### src/mbrw_pkg.sv
package mbrw_pkg;

  // ***********************************************************
  // clock and time base
  // ***********************************************************
  localparam int CLK_PERIOD_NS = 25;
  localparam int TICK_NS       = 1000000;
  localparam int TICK_CYCLES   = (TICK_NS + CLK_PERIOD_NS - 1) / CLK_PERIOD_NS;
  localparam int TICK_CW       = 16;
  localparam int CNT_W         = 21;

  // ***********************************************************
  // timeout figures in milliseconds
  // ***********************************************************
  localparam logic [CNT_W-1:0] TMO_0P5S_MS = 21'd500;
  localparam logic [CNT_W-1:0] TMO_1S_MS   = 21'd1000;
  localparam logic [CNT_W-1:0] TMO_2S_MS   = 21'd2000;
  localparam logic [CNT_W-1:0] TMO_5S_MS   = 21'd5000;
  localparam logic [CNT_W-1:0] TMO_10S_MS  = 21'd10000;
  localparam logic [CNT_W-1:0] TMO_30S_MS  = 21'd30000;
  localparam logic [CNT_W-1:0] TMO_1M_MS   = 21'd60000;
  localparam logic [CNT_W-1:0] TMO_2M_MS   = 21'd120000;
  localparam logic [CNT_W-1:0] TMO_5M_MS   = 21'd300000;
  localparam logic [CNT_W-1:0] TMO_10M_MS  = 21'd600000;
  localparam logic [CNT_W-1:0] TMO_30M_MS  = 21'd1800000;
  localparam logic [CNT_W-1:0] TMO_NONE_MS = 21'd0;

  // boot-time / delay choices: codes 0 and 7 = disabled (or no delay)
  localparam logic [CNT_W-1:0] LONG_TMO_MS [8] = '{TMO_NONE_MS, TMO_30S_MS, TMO_1M_MS,
                                                   TMO_2M_MS, TMO_5M_MS, TMO_10M_MS,
                                                   TMO_30M_MS, TMO_NONE_MS};
  // stage choices, codes 0..7
  localparam logic [CNT_W-1:0] STAGE_TMO_MS [8] = '{TMO_0P5S_MS, TMO_1S_MS, TMO_2S_MS,
                                                    TMO_5S_MS, TMO_10S_MS, TMO_30S_MS,
                                                    TMO_1M_MS, TMO_2M_MS};

  // ***********************************************************
  // reset values and last stage index
  // ***********************************************************
  localparam logic [CNT_W-1:0] CNT_RST   = 21'h00_0000;
  localparam logic [1:0]       STAGE_RST = 2'h0;
  localparam logic [1:0]       STAGE_LST = 2'h2;

  // ***********************************************************
  // enumerations
  // ***********************************************************
  typedef enum logic [1:0] {
    MBRW_MODE_OFF    = 2'b00,
    MBRW_MODE_ONCE   = 2'b01,
    MBRW_MODE_SINGLE = 2'b10,
    MBRW_MODE_REPEAT = 2'b11
  } mbrw_mode_t;

  typedef enum logic [2:0] {
    MBRW_EV_OFF  = 3'b000,
    MBRW_EV_NMI  = 3'b001,
    MBRW_EV_ACPI = 3'b010,
    MBRW_EV_RST  = 3'b011,
    MBRW_EV_PWR  = 3'b100
  } mbrw_ev_t;

  typedef enum logic [1:0] {
    MBRW_RT_OFF   = 2'b00,
    MBRW_RT_DELAY = 2'b01,
    MBRW_RT_STAGE = 2'b10
  } mbrw_rt_t;

  // ***********************************************************
  // carriers
  // ***********************************************************
  typedef struct packed {
    logic [2:0] tmo_sel;
    logic       stop_en;
  } mbrw_post_cfg_t;

  typedef struct packed {
    mbrw_mode_t     mode;
    logic [2:0]     delay_sel;
    logic [2:0][2:0] ev_sel;
    logic [2:0][2:0] tmo_sel;
  } mbrw_rt_cfg_t;

  typedef struct packed {
    logic nmi;
    logic acpi;
    logic rst;
    logic pwr;
  } mbrw_evt_t;

  typedef struct packed {
    logic [CNT_W-1:0] post_cnt;
    logic             post_done;
    logic             post_armed;
    mbrw_rt_t         rt_st;
    logic [1:0]       stage;
    logic [CNT_W-1:0] rt_cnt;
    mbrw_rt_cfg_t     cfg;
    mbrw_evt_t        evt;
  } mbrw_state_t;

endpackage

### src/mbrw_tick.sv
`timescale 1ns/100ps
module mbrw_tick #(
  parameter int TICK_CYCLES = mbrw_pkg::TICK_CYCLES
) (
  input  wire logic clk_sys_i,  // system clock
  input  wire logic rst_n_i,    // sync reset, active low
  output logic      tick_o      // one-cycle pulse per millisecond
);
  import mbrw_pkg::*;

  logic [TICK_CW-1:0] cnt_reg;
  logic               tick_reg;

  // ***********************************************************
  // free-running millisecond divider
  // ***********************************************************
  always_ff @(posedge clk_sys_i)
  begin
    if (!rst_n_i)
    begin
      cnt_reg  <= '0;
      tick_reg <= 1'b0;
    end
    else if (cnt_reg == TICK_CW'(TICK_CYCLES - 1))
    begin
      cnt_reg  <= '0;
      tick_reg <= 1'b1;
    end
    else
    begin
      cnt_reg  <= cnt_reg + TICK_CW'(1);
      tick_reg <= 1'b0;
    end
  end

  assign tick_o = tick_reg;

endmodule // mbrw_tick

### src/mbrw_watchdog.sv
`timescale 1ns/100ps
// How it works
// - boot-time timeout: off, 30s to 30min
// - boot-time dog counts in self test, resets unless a runtime stage expires on the same tick
// - option pauses boot dog during user wait
// - runtime modes: off, once, single, repeated
// - runtime dog armed at OS start pulse
// - one-time mode: first trigger disables dog
// - single mode: stages once, then disable
// - repeated mode: last stage repeats forever
// - selectable start delay before runtime active
// - stage one fires its event, never off
// - stage two fires its event or off
// - stage three fires its event or off, skipped whenever stage two is off
// - stage one timeout from eight choices
// - stages two, three share those choices
module mbrw_watchdog #(
  parameter int TICK_CYCLES = mbrw_pkg::TICK_CYCLES
) (
  input  wire logic                   clk_sys_i,    // system clock, 40 MHz
  input  wire logic                   rst_n_i,      // sync reset, active low
  input  wire mbrw_pkg::mbrw_post_cfg_t post_cfg_i, // boot-time settings
  input  wire logic                   post_run_i,   // self test in progress, level
  input  wire logic                   user_wait_i,  // boot popup / password wait
  input  wire mbrw_pkg::mbrw_rt_cfg_t rt_cfg_i,     // runtime settings
  input  wire logic                   os_start_i,   // pulse: os about to boot
  input  wire logic                   trigger_i,    // pulse: software trigger
  output mbrw_pkg::mbrw_evt_t         evt_o,        // one-cycle event pulses
  output logic                        post_armed_o, // boot-time dog counting
  output mbrw_pkg::mbrw_rt_t          rt_state_o,   // runtime state
  output logic [1:0]                  rt_stage_o    // current stage index
);
  import mbrw_pkg::*;

  mbrw_state_t      st_reg;
  mbrw_state_t      st_next;
  logic             tick;
  logic [CNT_W-1:0] post_lim;
  logic [CNT_W-1:0] delay_lim;
  logic [CNT_W-1:0] stage_lim;
  logic             post_pause;

  mbrw_tick #(
    .TICK_CYCLES (TICK_CYCLES)
  ) u_tick (
    .clk_sys_i (clk_sys_i),
    .rst_n_i   (rst_n_i),
    .tick_o    (tick)
  );

  // ***********************************************************
  // timeout lookups
  // ***********************************************************
  assign post_lim   = LONG_TMO_MS[post_cfg_i.tmo_sel];
  assign delay_lim  = LONG_TMO_MS[st_reg.cfg.delay_sel];
  assign stage_lim  = STAGE_TMO_MS[st_reg.cfg.tmo_sel[st_reg.stage]];
  assign post_pause = post_cfg_i.stop_en && user_wait_i;

  // fire one event pulse by code
  function automatic mbrw_evt_t fire(input logic [2:0] code, input logic first);
    mbrw_evt_t e;
    e = '0;
    case (code)
      MBRW_EV_NMI:  e.nmi  = 1'b1;
      MBRW_EV_ACPI: e.acpi = 1'b1;
      MBRW_EV_RST:  e.rst  = 1'b1;
      MBRW_EV_PWR:  e.pwr  = 1'b1;
      MBRW_EV_OFF:  e.nmi  = first;
      default:      e.nmi  = first;
    endcase
    return e;
  endfunction

  // ***********************************************************
  // next state
  // ***********************************************************
  always_comb
  begin
    st_next     = st_reg;
    st_next.evt = '0;

    // boot-time dog
    if (!post_run_i || post_lim == TMO_NONE_MS)
    begin
      st_next.post_cnt   = CNT_RST;
      st_next.post_done  = 1'b0;
      st_next.post_armed = 1'b0;
    end
    else if (!st_reg.post_done)
    begin
      st_next.post_armed = !post_pause;
      if (tick && !post_pause)
      begin
        if (st_reg.post_cnt >= post_lim - CNT_W'(1))
        begin
          st_next.evt.rst    = 1'b1;
          st_next.post_done  = 1'b1;
          st_next.post_armed = 1'b0;
        end
        else
        begin
          st_next.post_cnt = st_reg.post_cnt + CNT_W'(1);
        end
      end
    end

    // runtime dog
    case (st_reg.rt_st)
      MBRW_RT_OFF:
      begin
        st_next.stage  = STAGE_RST;
        st_next.rt_cnt = CNT_RST;
      end
      MBRW_RT_DELAY:
      begin
        if (delay_lim == TMO_NONE_MS)
        begin
          st_next.rt_st = MBRW_RT_STAGE;
        end
        else if (tick)
        begin
          if (st_reg.rt_cnt >= delay_lim - CNT_W'(1))
          begin
            st_next.rt_st  = MBRW_RT_STAGE;
            st_next.rt_cnt = CNT_RST;
          end
          else
          begin
            st_next.rt_cnt = st_reg.rt_cnt + CNT_W'(1);
          end
        end
      end
      MBRW_RT_STAGE:
      begin
        if (trigger_i)
        begin
          st_next.stage  = STAGE_RST;
          st_next.rt_cnt = CNT_RST;
          if (st_reg.cfg.mode == MBRW_MODE_ONCE)
          begin
            st_next.rt_st = MBRW_RT_OFF;
          end
        end
        else if (tick)
        begin
          if (st_reg.rt_cnt >= stage_lim - CNT_W'(1))
          begin
            st_next.evt    = fire(st_reg.cfg.ev_sel[st_reg.stage],
                                  st_reg.stage == STAGE_RST);
            st_next.rt_cnt = CNT_RST;
            if (st_reg.stage != STAGE_LST &&
                st_reg.cfg.ev_sel[st_reg.stage + 2'd1] != MBRW_EV_OFF)
            begin
              st_next.stage = st_reg.stage + 2'd1;
            end
            else if (st_reg.cfg.mode != MBRW_MODE_REPEAT)
            begin
              // stage index drops with the last event, not a cycle later
              st_next.rt_st = MBRW_RT_OFF;
              st_next.stage = STAGE_RST;
            end
            else
            begin
              st_next.stage = st_reg.stage;
            end
          end
          else
          begin
            st_next.rt_cnt = st_reg.rt_cnt + CNT_W'(1);
          end
        end
      end
      default:
      begin
        st_next.rt_st = MBRW_RT_OFF;
      end
    endcase

    // arming just before the os boots; latches the settings
    if (os_start_i)
    begin
      st_next.cfg    = rt_cfg_i;
      st_next.stage  = STAGE_RST;
      st_next.rt_cnt = CNT_RST;
      st_next.rt_st  = (rt_cfg_i.mode == MBRW_MODE_OFF) ? MBRW_RT_OFF
                                                        : MBRW_RT_DELAY;
    end
  end

  // ***********************************************************
  // state register
  // ***********************************************************
  always_ff @(posedge clk_sys_i)
  begin
    if (!rst_n_i)
    begin
      st_reg       <= '0;
      st_reg.rt_st <= MBRW_RT_OFF;
    end
    else
    begin
      st_reg <= st_next;
    end
  end

  assign evt_o        = st_reg.evt;
  assign post_armed_o = st_reg.post_armed;
  assign rt_state_o   = st_reg.rt_st;
  assign rt_stage_o   = st_reg.stage;

endmodule // mbrw_watchdog

### config.mk
export PLATFORM = sky130hd
export DESIGN_NAME = mbrw_watchdog
export DESIGN_NICKNAME = d
export VERILOG_FILES = /design/src/mbrw_pkg.sv /design/src/mbrw_tick.sv /design/src/mbrw_watchdog.sv
export SDC_FILE = /design/constraint.sdc
export NUM_CORES = 1
export LEC_CHECK = 0
export BUFFER_PORTS_ARGS = -buffer_cell sky130_fd_sc_hd__buf_2
export CORE_MARGIN = 2
export CORE_UTILIZATION = 62
export DETAILED_ROUTE_END_ITERATION = 10
export GPL_ROUTABILITY_DRIVEN = 0
export PLACE_DENSITY = 0.81
export SLEW_MARGIN = 20
export SYNTH_ARGS = -nofsm -noshare
export SYNTH_HDL_FRONTEND = slang
export SYNTH_SLANG_ARGS = --single-unit
### constraint.sdc
create_clock -name clk_sys_i -period 4.7 [get_ports clk_sys_i]
set_input_delay 0.705 -clock clk_sys_i [delete_from_list [all_inputs] [get_ports clk_sys_i]]
set_output_delay 0.705 -clock clk_sys_i [all_outputs]
set_load 0.05 [all_outputs]
==> impl_metrics.json, run 1 <==
{
  "coreArea_sq_um": 10400,
  "min_period_ns": 4.23,
  "reg2reg_to": "st_reg[33]",
  "start_util_pct": 64.0,
  "drive_above_1_share_pct": 11.4,
  "synth-edff-count": 0,
  "grt_antenna_before_repair": 0,
  "maxSlewViolCount": 0,
  "synth_simple_gate_area_share_pct": 22.7,
  "clkSinkCount": 92,
  "cts_hold_buf": 0,
  "clk_pin_slew_ns": 0.10,
  "hold_viol": 0,
  "fp.dieArea_sq_um": 11600,
  "numCtsBuffers": 9,
  "avgSynthCellArea_sq_um": 8.30,
  "multi_input_area_sq_um": 4470,
  "fillers": 839,
  "yosys_most_used_dff": "dfxtp_1",
  "cts.repair_timing.setup_buffer_count": 0,
  "holdCritPathClass": "register to register",
  "ys_seq_area_share_pct": 27.7,
  "hpwlAfterDp_um": 11600,
  "grt_pass1_wl_um": 25800,
  "p_leak_uw": 0.00280,
  "r2r_cells": 12,
  "synthTopCellsByArea": "dfxtp_1 (28%), ha_1 (15%), mux2i_1 (5.1%)",
  "synth_fa_ha_area_share_pct": 14.9,
  "largest_register_ffs": 66,
  "finalSetupViolCount": 0,
  "synth_top_cell_area_share_pct": 27.7,
  "clockBufferDepth": 2,
  "ys_warn_count": 0,
  "hold_start": "u_tick.cnt_reg[0]",
  "synth_compound_gate_area_share_pct": 19.5,
  "drt-initial-drc-count": 348,
  "routed_via_density": 6.23,
  "peakVddDrop_mv": 0.245,
  "arrival_ns": 4.53,
  "vias": 5971,
  "fmax_ghz": 0.236,
  "synthMuxAreaShare_pct": 5.29,
  "end_kind": "register",
  "fin_tns_setup_ns": 0,
  "r2r_slack_ns": 0.51,
  "regToRegStartpoint": "st_reg[24]",
  "status": "finished, final reports clean",
  "port_buffers": 41,
  "synth_top_area_cell": "dfxtp_1",
  "cp.required_ns": 5.00,
  "fp.dieW_um": 107,
  "syn2layout_area_growth_pct": 6.58,
  "synth_common_cells": "dfxtp_1 (92), ha_1 (79), nor2_1 (78)",
  "skew_ns": 0.0149,
  "clock_latency_ns": 0.37,
  "routed_wl_um": 15300,
  "rows": 37,
  "drt-pass1-iter-count": 5,
  "critPathLaunchType": "input port",
  "synth_area_sq_um": 6640,
  "htreeDepth": 3,
  "hold-path-endpoint": "u_tick.cnt_reg[0]",
  "avgRoutedWirePerCell_um": 16.0,
  "critical_path_class": "input port to register",
  "layout.nets": 929,
  "hold-path-cell-count": 1,
  "cts_tree": "yes",
  "synth_top_family_by_area": "simple AND/OR/NAND/NOR gates",
  "fp.dieH_um": 107,
  "p_total_uw": 1680,
  "track_usage_pct": 27.2,
  "final_cell_area_sq_um": 7080,
  "grt-ovfl-total": 0,
  "place_area_sq_um": 6850,
  "grt_pass1_vias": 5627,
  "area.sequential_sq_um": 1840,
  "ys_types": 64,
  "ant_nets": 0,
  "diodes": 0,
  "synthArstFlopShare_pct": 0,
  "rsz0062_at_grt": "no",
  "synth_seq_cells": 92,
  "post_cts_resized": 0,
  "worst_hold_slack_ns": 0.464,
  "drv_cap": 0,
  "synth-xor-area-share_pct": 4.88,
  "slew_headroom_pct": 36.0,
  "syn_nets": 912,
  "syn_inst": 800,
  "pin_count": 42,
  "min_period_over_period_pct": 90.0,
  "drc_errors": 0,
  "yosysMostFrequentCell": "dfxtp_1",
  "clock-root-buffer": "clkbuf_8",
  "grt_max_degree": 30,
  "worstPathMaxFanout": 16,
  "powerDensity_nw_per_um2": 237,
  "tightest_slew_ns": 0.957
}
routing by layer:
| layer | up-vias | GRT usage (%) | wire (um) |
|---|---|---|---|
| li1 | 2966 | - | - |
| met1 | 2828 | 32.5 | 6570 |
| met2 | 145 | 48.6 | 7850 |
| met3 | 32 | 5.02 | 597 |
| met4 | 0 | 9.52 | 329 |
| met5 | - | 0 | 0 |
power breakdown:
| part | internal, uW | switching, uW | total, uW | leakage (uW) |
|---|---|---|---|---|
| Clock | 261 | 318 | 579 | 0.000107 |
| Combinational | 113 | 178 | 291 | 0.00195 |
| Sequential | 794 | 14.3 | 809 | 0.000747 |
| Total | 1170 | 511 | 1680 | 0.00280 |
final cells by class:
| class | count | share of cell area (%) |
|---|---|---|
| clock inverters | 7 | 1.33 |
| well taps | 136 | 2.40 |
| clock buffers | 9 | 1.75 |
| inverters | 30 | 1.59 |
| repair buffers | 49 | 3.75 |
| flip-flops and latches | 92 | 26.0 |
| multi-input cells | 635 | 63.2 |
how the worst max path moves through the flow:
stage / start / to / cells past startpoint
5_1_grt: post_cfg_i[2] / st_reg[73] / 15
3_3_place_gp: post_cfg_i[2] / st_reg[73] / 15
4_1_cts: post_cfg_i[2] / st_reg[73] / 15
3_5_place_dp: post_cfg_i[2] / st_reg[73] / 15
2_1_floorplan: post_cfg_i[2] / st_reg[58] / 17
6_report: post_cfg_i[2] / st_reg[67] / 15
worst max-delay path, cell delays in order:
cell and delay (ns):
buf_2 0.26, inv_1 0.17, ha_1 0.44, a21oi_1 0.12, ha_1 0.24, o21ai_1 0.26, nor3_1 0.15, a211oi_1 0.23
ha_1 0.29, a211oi_1 0.22, o21ai_1 0.13, a211oi_2 0.33, o21ai_1 0.28, or4_1 0.53, a21oi_1 0.18
layout by cell type, fill, tap and decap left out, drive strengths merged, types with 10 or more instances in the layout:
cell type,n
a211oi,22
a21oi,61
and3,10
and4,13
buf,49
dfxtp,92
ha,79
inv,31
mux2i,34
nand2,60
nand3,25
nand4,16
nor2,78
nor2b,10
nor3,22
o21ai,53
or3,20
xnor2,21
xor2,16
per-stage QoR:
step | cells | utilization [%] | worst slack, ns
2_1_floorplan | 800 | - | 0.468
3_3_place_gp | 942 | 66.1 | 0.379
3_5_place_dp | 942 | 66.1 | 0.0881
4_1_cts | 958 | 68.2 | 0.456
5_1_grt | 958 | 68.2 | 0.0854
6_report | 958 | 68.2 | 0.469
logic make-up (layout without fill, tap and decap cells):
group	Yosys count	in the layout
multiplexers	35	35
flip-flops	92	92
XOR/XNOR	37	37
buffers and inverters	73	95
AND/OR/NAND/NOR	288	288
AO/OA/AOI/OAI	196	196
adder cells (fa/ha/maj)	79	79
Note: power is estimated with default switching activity, not from simulation.
==> run 2, diff against run 1 <==
--- a/config.mk
+++ b/config.mk
@@ -5,12 +5,15 @@
 export SDC_FILE = /design/constraint.sdc
 export NUM_CORES = 1
 export LEC_CHECK = 0
+export ABC_CLOCK_PERIOD_IN_PS = 4700
 export BUFFER_PORTS_ARGS = -buffer_cell sky130_fd_sc_hd__buf_2
+export CELL_PAD_IN_SITES_DETAIL_PLACEMENT = 1
+export CELL_PAD_IN_SITES_GLOBAL_PLACEMENT = 2
 export CORE_MARGIN = 2
-export CORE_UTILIZATION = 62
+export CORE_UTILIZATION = 38
 export DETAILED_ROUTE_END_ITERATION = 10
 export GPL_ROUTABILITY_DRIVEN = 0
-export PLACE_DENSITY = 0.81
+export PLACE_DENSITY_LB_ADDON = 0.1
 export SLEW_MARGIN = 20
 export SYNTH_ARGS = -nofsm -noshare
 export SYNTH_HDL_FRONTEND = slang
==> run 2 against run 1 <==
Net effect:
- global-route usage shrank 6.3 points
- combinational power rose by 7%
- register-to-register slack improved by 0.17 ns
- clock power rose by 29%
- routed wire length up 21%
- non-clock buffer count increased by 8
- final cell count is 10% higher
- maximum frequency up 1.8%
- hold slack worse by 0.0078 ns
- setup slack better by 0.076 ns
- cell area increased by 3.6%
- clock skew down 0.0032 ns
==> impl_metrics.json, run 2 (synthesis gave the netlist of run 1 again) <==
{
  "grt_pass1_vias": 6036,
  "p_sw_uw": 536,
  "internal_power_uw": 1330,
  "final_core_util_pct": 42.7,
  "largest_register_ffs": 66,
  "layout.nets": 937,
  "min_period_over_period_pct": 88.4,
  "grt_pass1_wl_um": 30800,
  "skew_ns": 0.0117,
  "htreeDepth": 3,
  "status": "finished, final reports clean",
  "routed_via_density": 5.63,
  "pin_count": 42,
  "cts.repair_timing.setup_buffer_count": 0,
  "seq_power_share_pct": 43.3,
  "cts_hold_buf": 0,
  "final_common_cell": "dfxtp_1",
  "critPathLaunchType": "input port",
  "clk_pin_slew_ns": 0.07,
  "mostFrequentLayoutCells": "dfxtp_1 (92), ha_1 (79), nor2_1 (78)",
  "fp.dieW_um": 136,
  "slowest_stage": "o2111ai_1",
  "coreArea_sq_um": 17200,
  "holdCritPathClass": "register to register",
  "fp.dieArea_sq_um": 18500,
  "routed.top_layer": "met4",
  "post_cts_resized": 0,
  "tightest_slew_ns": 0.842,
  "powerDensity_nw_per_um2": 254,
  "start_util_pct": 38.7,
  "diodes": 0,
  "cp-startpoint": "post_cfg_i[3]",
  "rsz0062_at_grt": "no",
  "critical_path_class": "input port to register",
  "rows": 48,
  "clockBufferDepth": 2,
  "fin_tns_setup_ns": 0,
  "port_buffers": 41,
  "numCtsBuffers": 9,
  "worstPathMaxFanout": 19,
  "vias": 5932,
  "p_comb_share_pct": 16.6,
  "routed_wl_um": 18600,
  "grt_max_degree": 28,
  "min_period_ns": 4.15,
  "peakVddDrop_mv": 0.180,
  "maxSlewViolCount": 0,
  "hpwlAfterDp_um": 14600,
  "drt-pass1-iter-count": 4,
  "arrival_ns": 4.44,
  "final_cell_area_sq_um": 7330,
  "hold_viol": 0,
  "finalSetupViolCount": 0,
  "slew_headroom_pct": 43.8,
  "end_kind": "register",
  "syn2layout_area_growth_pct": 10.4,
  "drc_errors": 0,
  "place_area_sq_um": 7040,
  "drt-initial-drc-count": 164,
  "drt-met1-wl_um": 8560,
  "dr_wl_met3_um": 385,
  "grt_antenna_before_repair": 0,
  "p_clk_share_pct": 40.1,
  "grt-ovfl-total": 0,
  "cts_tree": "yes",
  "cp.required_ns": 4.98,
  "switching_share_pct": 28.7,
  "clock-root-buffer": "clkbuf_16",
  "avgRoutedWirePerCell_um": 17.7,
  "regToRegStartpoint": "rt_stage_o[1]",
  "drive_above_1_share_pct": 12.1,
  "clock_latency_ns": 0.36,
  "fp.dieH_um": 136,
  "track_usage_pct": 20.9,
  "instances_no_fill": 1054,
  "place_inst": 1039,
  "wl_met2_um": 9420,
  "clkSinkCount": 92,
  "p_total_uw": 1870,
  "fmax_ghz": 0.241,
  "p_leak_uw": 0.00288,
  "drv_cap": 0,
  "hold_start": "u_tick.cnt_reg[0]",
  "critPathMaxStageDelay_ns": 0.47,
  "crit_chain": "buf_2, clkinv_1, nor2_1, a21oi_1, ha_1, o21ai_1, nor3_1, a211oi_1, ha_1, a211oi_1, o21ai_1, a211oi_2, o2111ai_1, or3_1, a21oi_1",
  "ant_nets": 0
}
-- run 2: power by group through the flow --
stage                     clock (uW)  sequential (uW)  combinational, uW
after floorplan                    0              823                222
after global placement             0              824                298
after detailed placement           0              825                313
after CTS                        774              807                314
after global routing             802              809                350
final                            748              808                310
-- run 2: critical path: cells and delay by family --
| kind | cells | cell delay [ns] |
|---|---|---|
| buffers and inverters | 2 | 0.43 |
| and+or+nand+nor | 3 | 0.85 |
| adders and majority gates | 2 | 0.53 |
| AOI/OAI and AO/OA | 8 | 1.89 |
-- run 2: final timing paths --
path | to | slack (ns) | depth (start not counted)
worst min-delay path | u_tick.cnt_reg[0] | 0.46 | 1
worst min register to register | u_tick.cnt_reg[0] | 0.46 | 1
worst max-delay path | st_reg[57] | 0.55 | 15
worst max register to register | rt_stage_o[0] | 0.68 | 12
-- run 2: area by class of cell --
type	instances	area, sq um
clock buffers	9	225
clock inverters	6	71.3
fillers	2095	9840
inverters	30	113
multi-input cells	635	4460
flip-flops and latches	92	1840
well taps	225	282
repair buffers	57	338
-- run 2: per-stage QoR --
step	setup slack, ns	hold WS, ns
after global routing	0.134	0.485
after global placement	0.422	0.429
after floorplan	0.468	0.418
after CTS	0.540	0.464
final	0.546	0.456
after detailed placement	0.166	0.454
-- run 2: routing by layer --
metal,track usage (%),up-vias
met1,26.6,2903
met2,36.7,46
met3,2.72,20
met5,0,-
met4,6.48,0
li1,-,2963
==> run 3, diff against run 2 <==
--- a/config.mk
+++ b/config.mk
@@ -9,7 +9,7 @@
 export BUFFER_PORTS_ARGS = -buffer_cell sky130_fd_sc_hd__buf_2
 export CELL_PAD_IN_SITES_DETAIL_PLACEMENT = 1
 export CELL_PAD_IN_SITES_GLOBAL_PLACEMENT = 2
-export CORE_MARGIN = 2
+export CORE_MARGIN = 4
 export CORE_UTILIZATION = 38
 export DETAILED_ROUTE_END_ITERATION = 10
 export GPL_ROUTABILITY_DRIVEN = 0
==> run 3 against run 2 <==
Net effect:
- global-route usage shrank 1.5 points
- combinational power is essentially flat
- die area grew 6.0%
- largest cell class unchanged
- final cell count grew 0.19%
- register-to-register slack is essentially flat
==> impl_metrics.json, run 3 (synthesis gave the netlist of run 1 again) <==
{
  "powerDensity_nw_per_um2": 258,
  "port_buffers": 41,
  "fp.dieArea_sq_um": 19700,
  "p_sw_uw": 555,
  "htreeDepth": 3,
  "fillers": 2072,
  "final_cell_area_sq_um": 7360,
  "grt-ovfl-total": 0,
  "multi_input_area_sq_um": 4460,
  "drt-initial-drc-count": 179,
  "fmax_ghz": 0.237,
  "seq_power_share_pct": 42.6,
  "hold_viol": 0,
  "tightest_slew_ns": 0.888,
  "skew_ns": 0.00874,
  "layout.nets": 938,
  "switching_share_pct": 29.3,
  "critical_path_class": "input port to register",
  "cts_hold_buf": 0,
  "clock_latency_ns": 0.36,
  "maxSlewViolCount": 0,
  "ant_nets": 0,
  "cp-startpoint": "post_cfg_i[2]",
  "routed_wl_um": 19000,
  "p_leak_uw": 0.00290,
  "diodes": 0,
  "slew_headroom_pct": 40.7,
  "avgRoutedWirePerCell_um": 18.0,
  "drv_cap": 0,
  "drt-pass1-iter-count": 4,
  "crit_end": "st_reg[57]",
  "grt_pass1_wl_um": 31300,
  "finalSetupViolCount": 0,
  "r2r_slack_ns": 0.69,
  "internal_power_uw": 1340,
  "clock-root-buffer": "clkbuf_16",
  "peakVddDrop_mv": 0.193,
  "post_cts_resized": 0,
  "place_area_sq_um": 7040,
  "coreArea_sq_um": 17200,
  "syn2layout_area_growth_pct": 10.9,
  "vias": 5900,
  "grt_pass1_vias": 6239,
  "rsz0062_at_grt": "no",
  "r2r_cells": 12,
  "drc_errors": 0,
  "end_kind": "register",
  "arrival_ns": 4.51,
  "hold_start": "u_tick.cnt_reg[0]",
  "place_inst": 1040,
  "instances_no_fill": 1056,
  "p_comb_share_pct": 16.4,
  "drive_above_1_share_pct": 12.3,
  "clockBufferDepth": 2,
  "hpwlAfterDp_um": 14900,
  "pin_count": 42,
  "area.sequential_sq_um": 1840,
  "critPathLaunchType": "input port",
  "grt_max_degree": 28,
  "reg2reg_to": "rt_stage_o[0]",
  "track_usage_pct": 19.4,
  "grt_antenna_before_repair": 0,
  "min_period_over_period_pct": 89.9,
  "cts_tree": "yes",
  "numCtsBuffers": 9,
  "fp.dieW_um": 140,
  "cts.repair_timing.setup_buffer_count": 0,
  "worstPathMaxFanout": 13,
  "start_util_pct": 38.5,
  "final_common_cell": "dfxtp_1",
  "p_clk_share_pct": 41.0,
  "cp.required_ns": 4.99,
  "fin_tns_setup_ns": 0,
  "fp.dieH_um": 140,
  "mostFrequentLayoutCells": "dfxtp_1 (92), ha_1 (79), nor2_1 (78)",
  "clkSinkCount": 92,
  "clk_pin_slew_ns": 0.08,
  "rows": 48,
  "holdCritPathClass": "register to register",
  "routed_via_density": 5.59,
  "status": "finished, final reports clean",
  "largest_register_ffs": 66,
  "min_period_ns": 4.23,
  "regToRegStartpoint": "rt_stage_o[1]"
}
-- run 3: cell types whose count changed in the layout (fill, tap and decap cells not counted), sizes merged --
cell and delta:
buf +1, clkinv +1
-- run 3: worst min-delay path by stage --
| stage | end | slack, ns | depth (start not counted) |
|---|---|---|---|
| CTS | u_tick.cnt_reg[0] | 0.47 | 1 |
| global route | u_tick.cnt_reg[0] | 0.48 | 1 |
| floorplan | u_tick.cnt_reg[0] | 0.42 | 1 |
| global placement | u_tick.cnt_reg[0] | 0.43 | 1 |
| detailed placement | u_tick.cnt_reg[0] | 0.45 | 1 |
| finish | u_tick.cnt_reg[0] | 0.47 | 1 |
-- run 3: power groups by stage --
stage | combinational (uW) | clock [uW] | sequential (uW)
after detailed placement | 314 | 0 | 826
after floorplan | 222 | 0 | 823
after global placement | 299 | 0 | 825
final | 310 | 778 | 808
after global routing | 351 | 835 | 810
after CTS | 315 | 802 | 808
-- run 3: area by class of cell --
| type | instances | area share [%] |
|---|---|---|
| inverter | 30 | 1.53 |
| tap | 225 | 3.82 |
| timing repair buffer | 58 | 4.69 |
| sequential | 92 | 25.0 |
| multi-input combinational | 635 | 60.6 |
| clock inverter | 7 | 1.27 |
| clock buffer | 9 | 3.06 |
-- run 3: critical path: stages --
cell and delay (ns):
buf_2 0.10, inv_1 0.13, ha_1 0.18, inv_1 0.07, nor2_1 0.21, a21oi_1 0.07, ha_1 0.23, o21ai_1 0.29
nor3_1 0.15, a211oi_1 0.25, ha_1 0.30, a211oi_1 0.21, o21ai_1 0.14, a211oi_2 0.33, o2111ai_1 0.50, or3_1 0.49
a21oi_1 0.16
-- run 3: through the flow --
stage / power (uW) / setup WS (ns) / util, % / hold WS, ns
detailed placement: 1140 / 0.163 / 40.9 / 0.453
global placement: 1120 / 0.411 / 40.9 / 0.426
floorplan: 1040 / 0.468 / - / 0.418
CTS: 1920 / 0.536 / 42.7 / 0.474
global route: 2000 / 0.0419 / 42.7 / 0.484
finish: 1900 / 0.473 / 42.7 / 0.471
-- run 3: routing by layer --
layer | routed length, um | GRT usage [%] | part of all wire, % | up-vias
li1 | - | - | - | 2963
met1 | 8570 | 23.2 | 45 | 2865
met2 | 9670 | 35.3 | 51 | 45
met3 | 370 | 3.48 | 1.9 | 27
met4 | 387 | 5.81 | 2.0 | 0
met5 | 0 | 0 | 0 | -
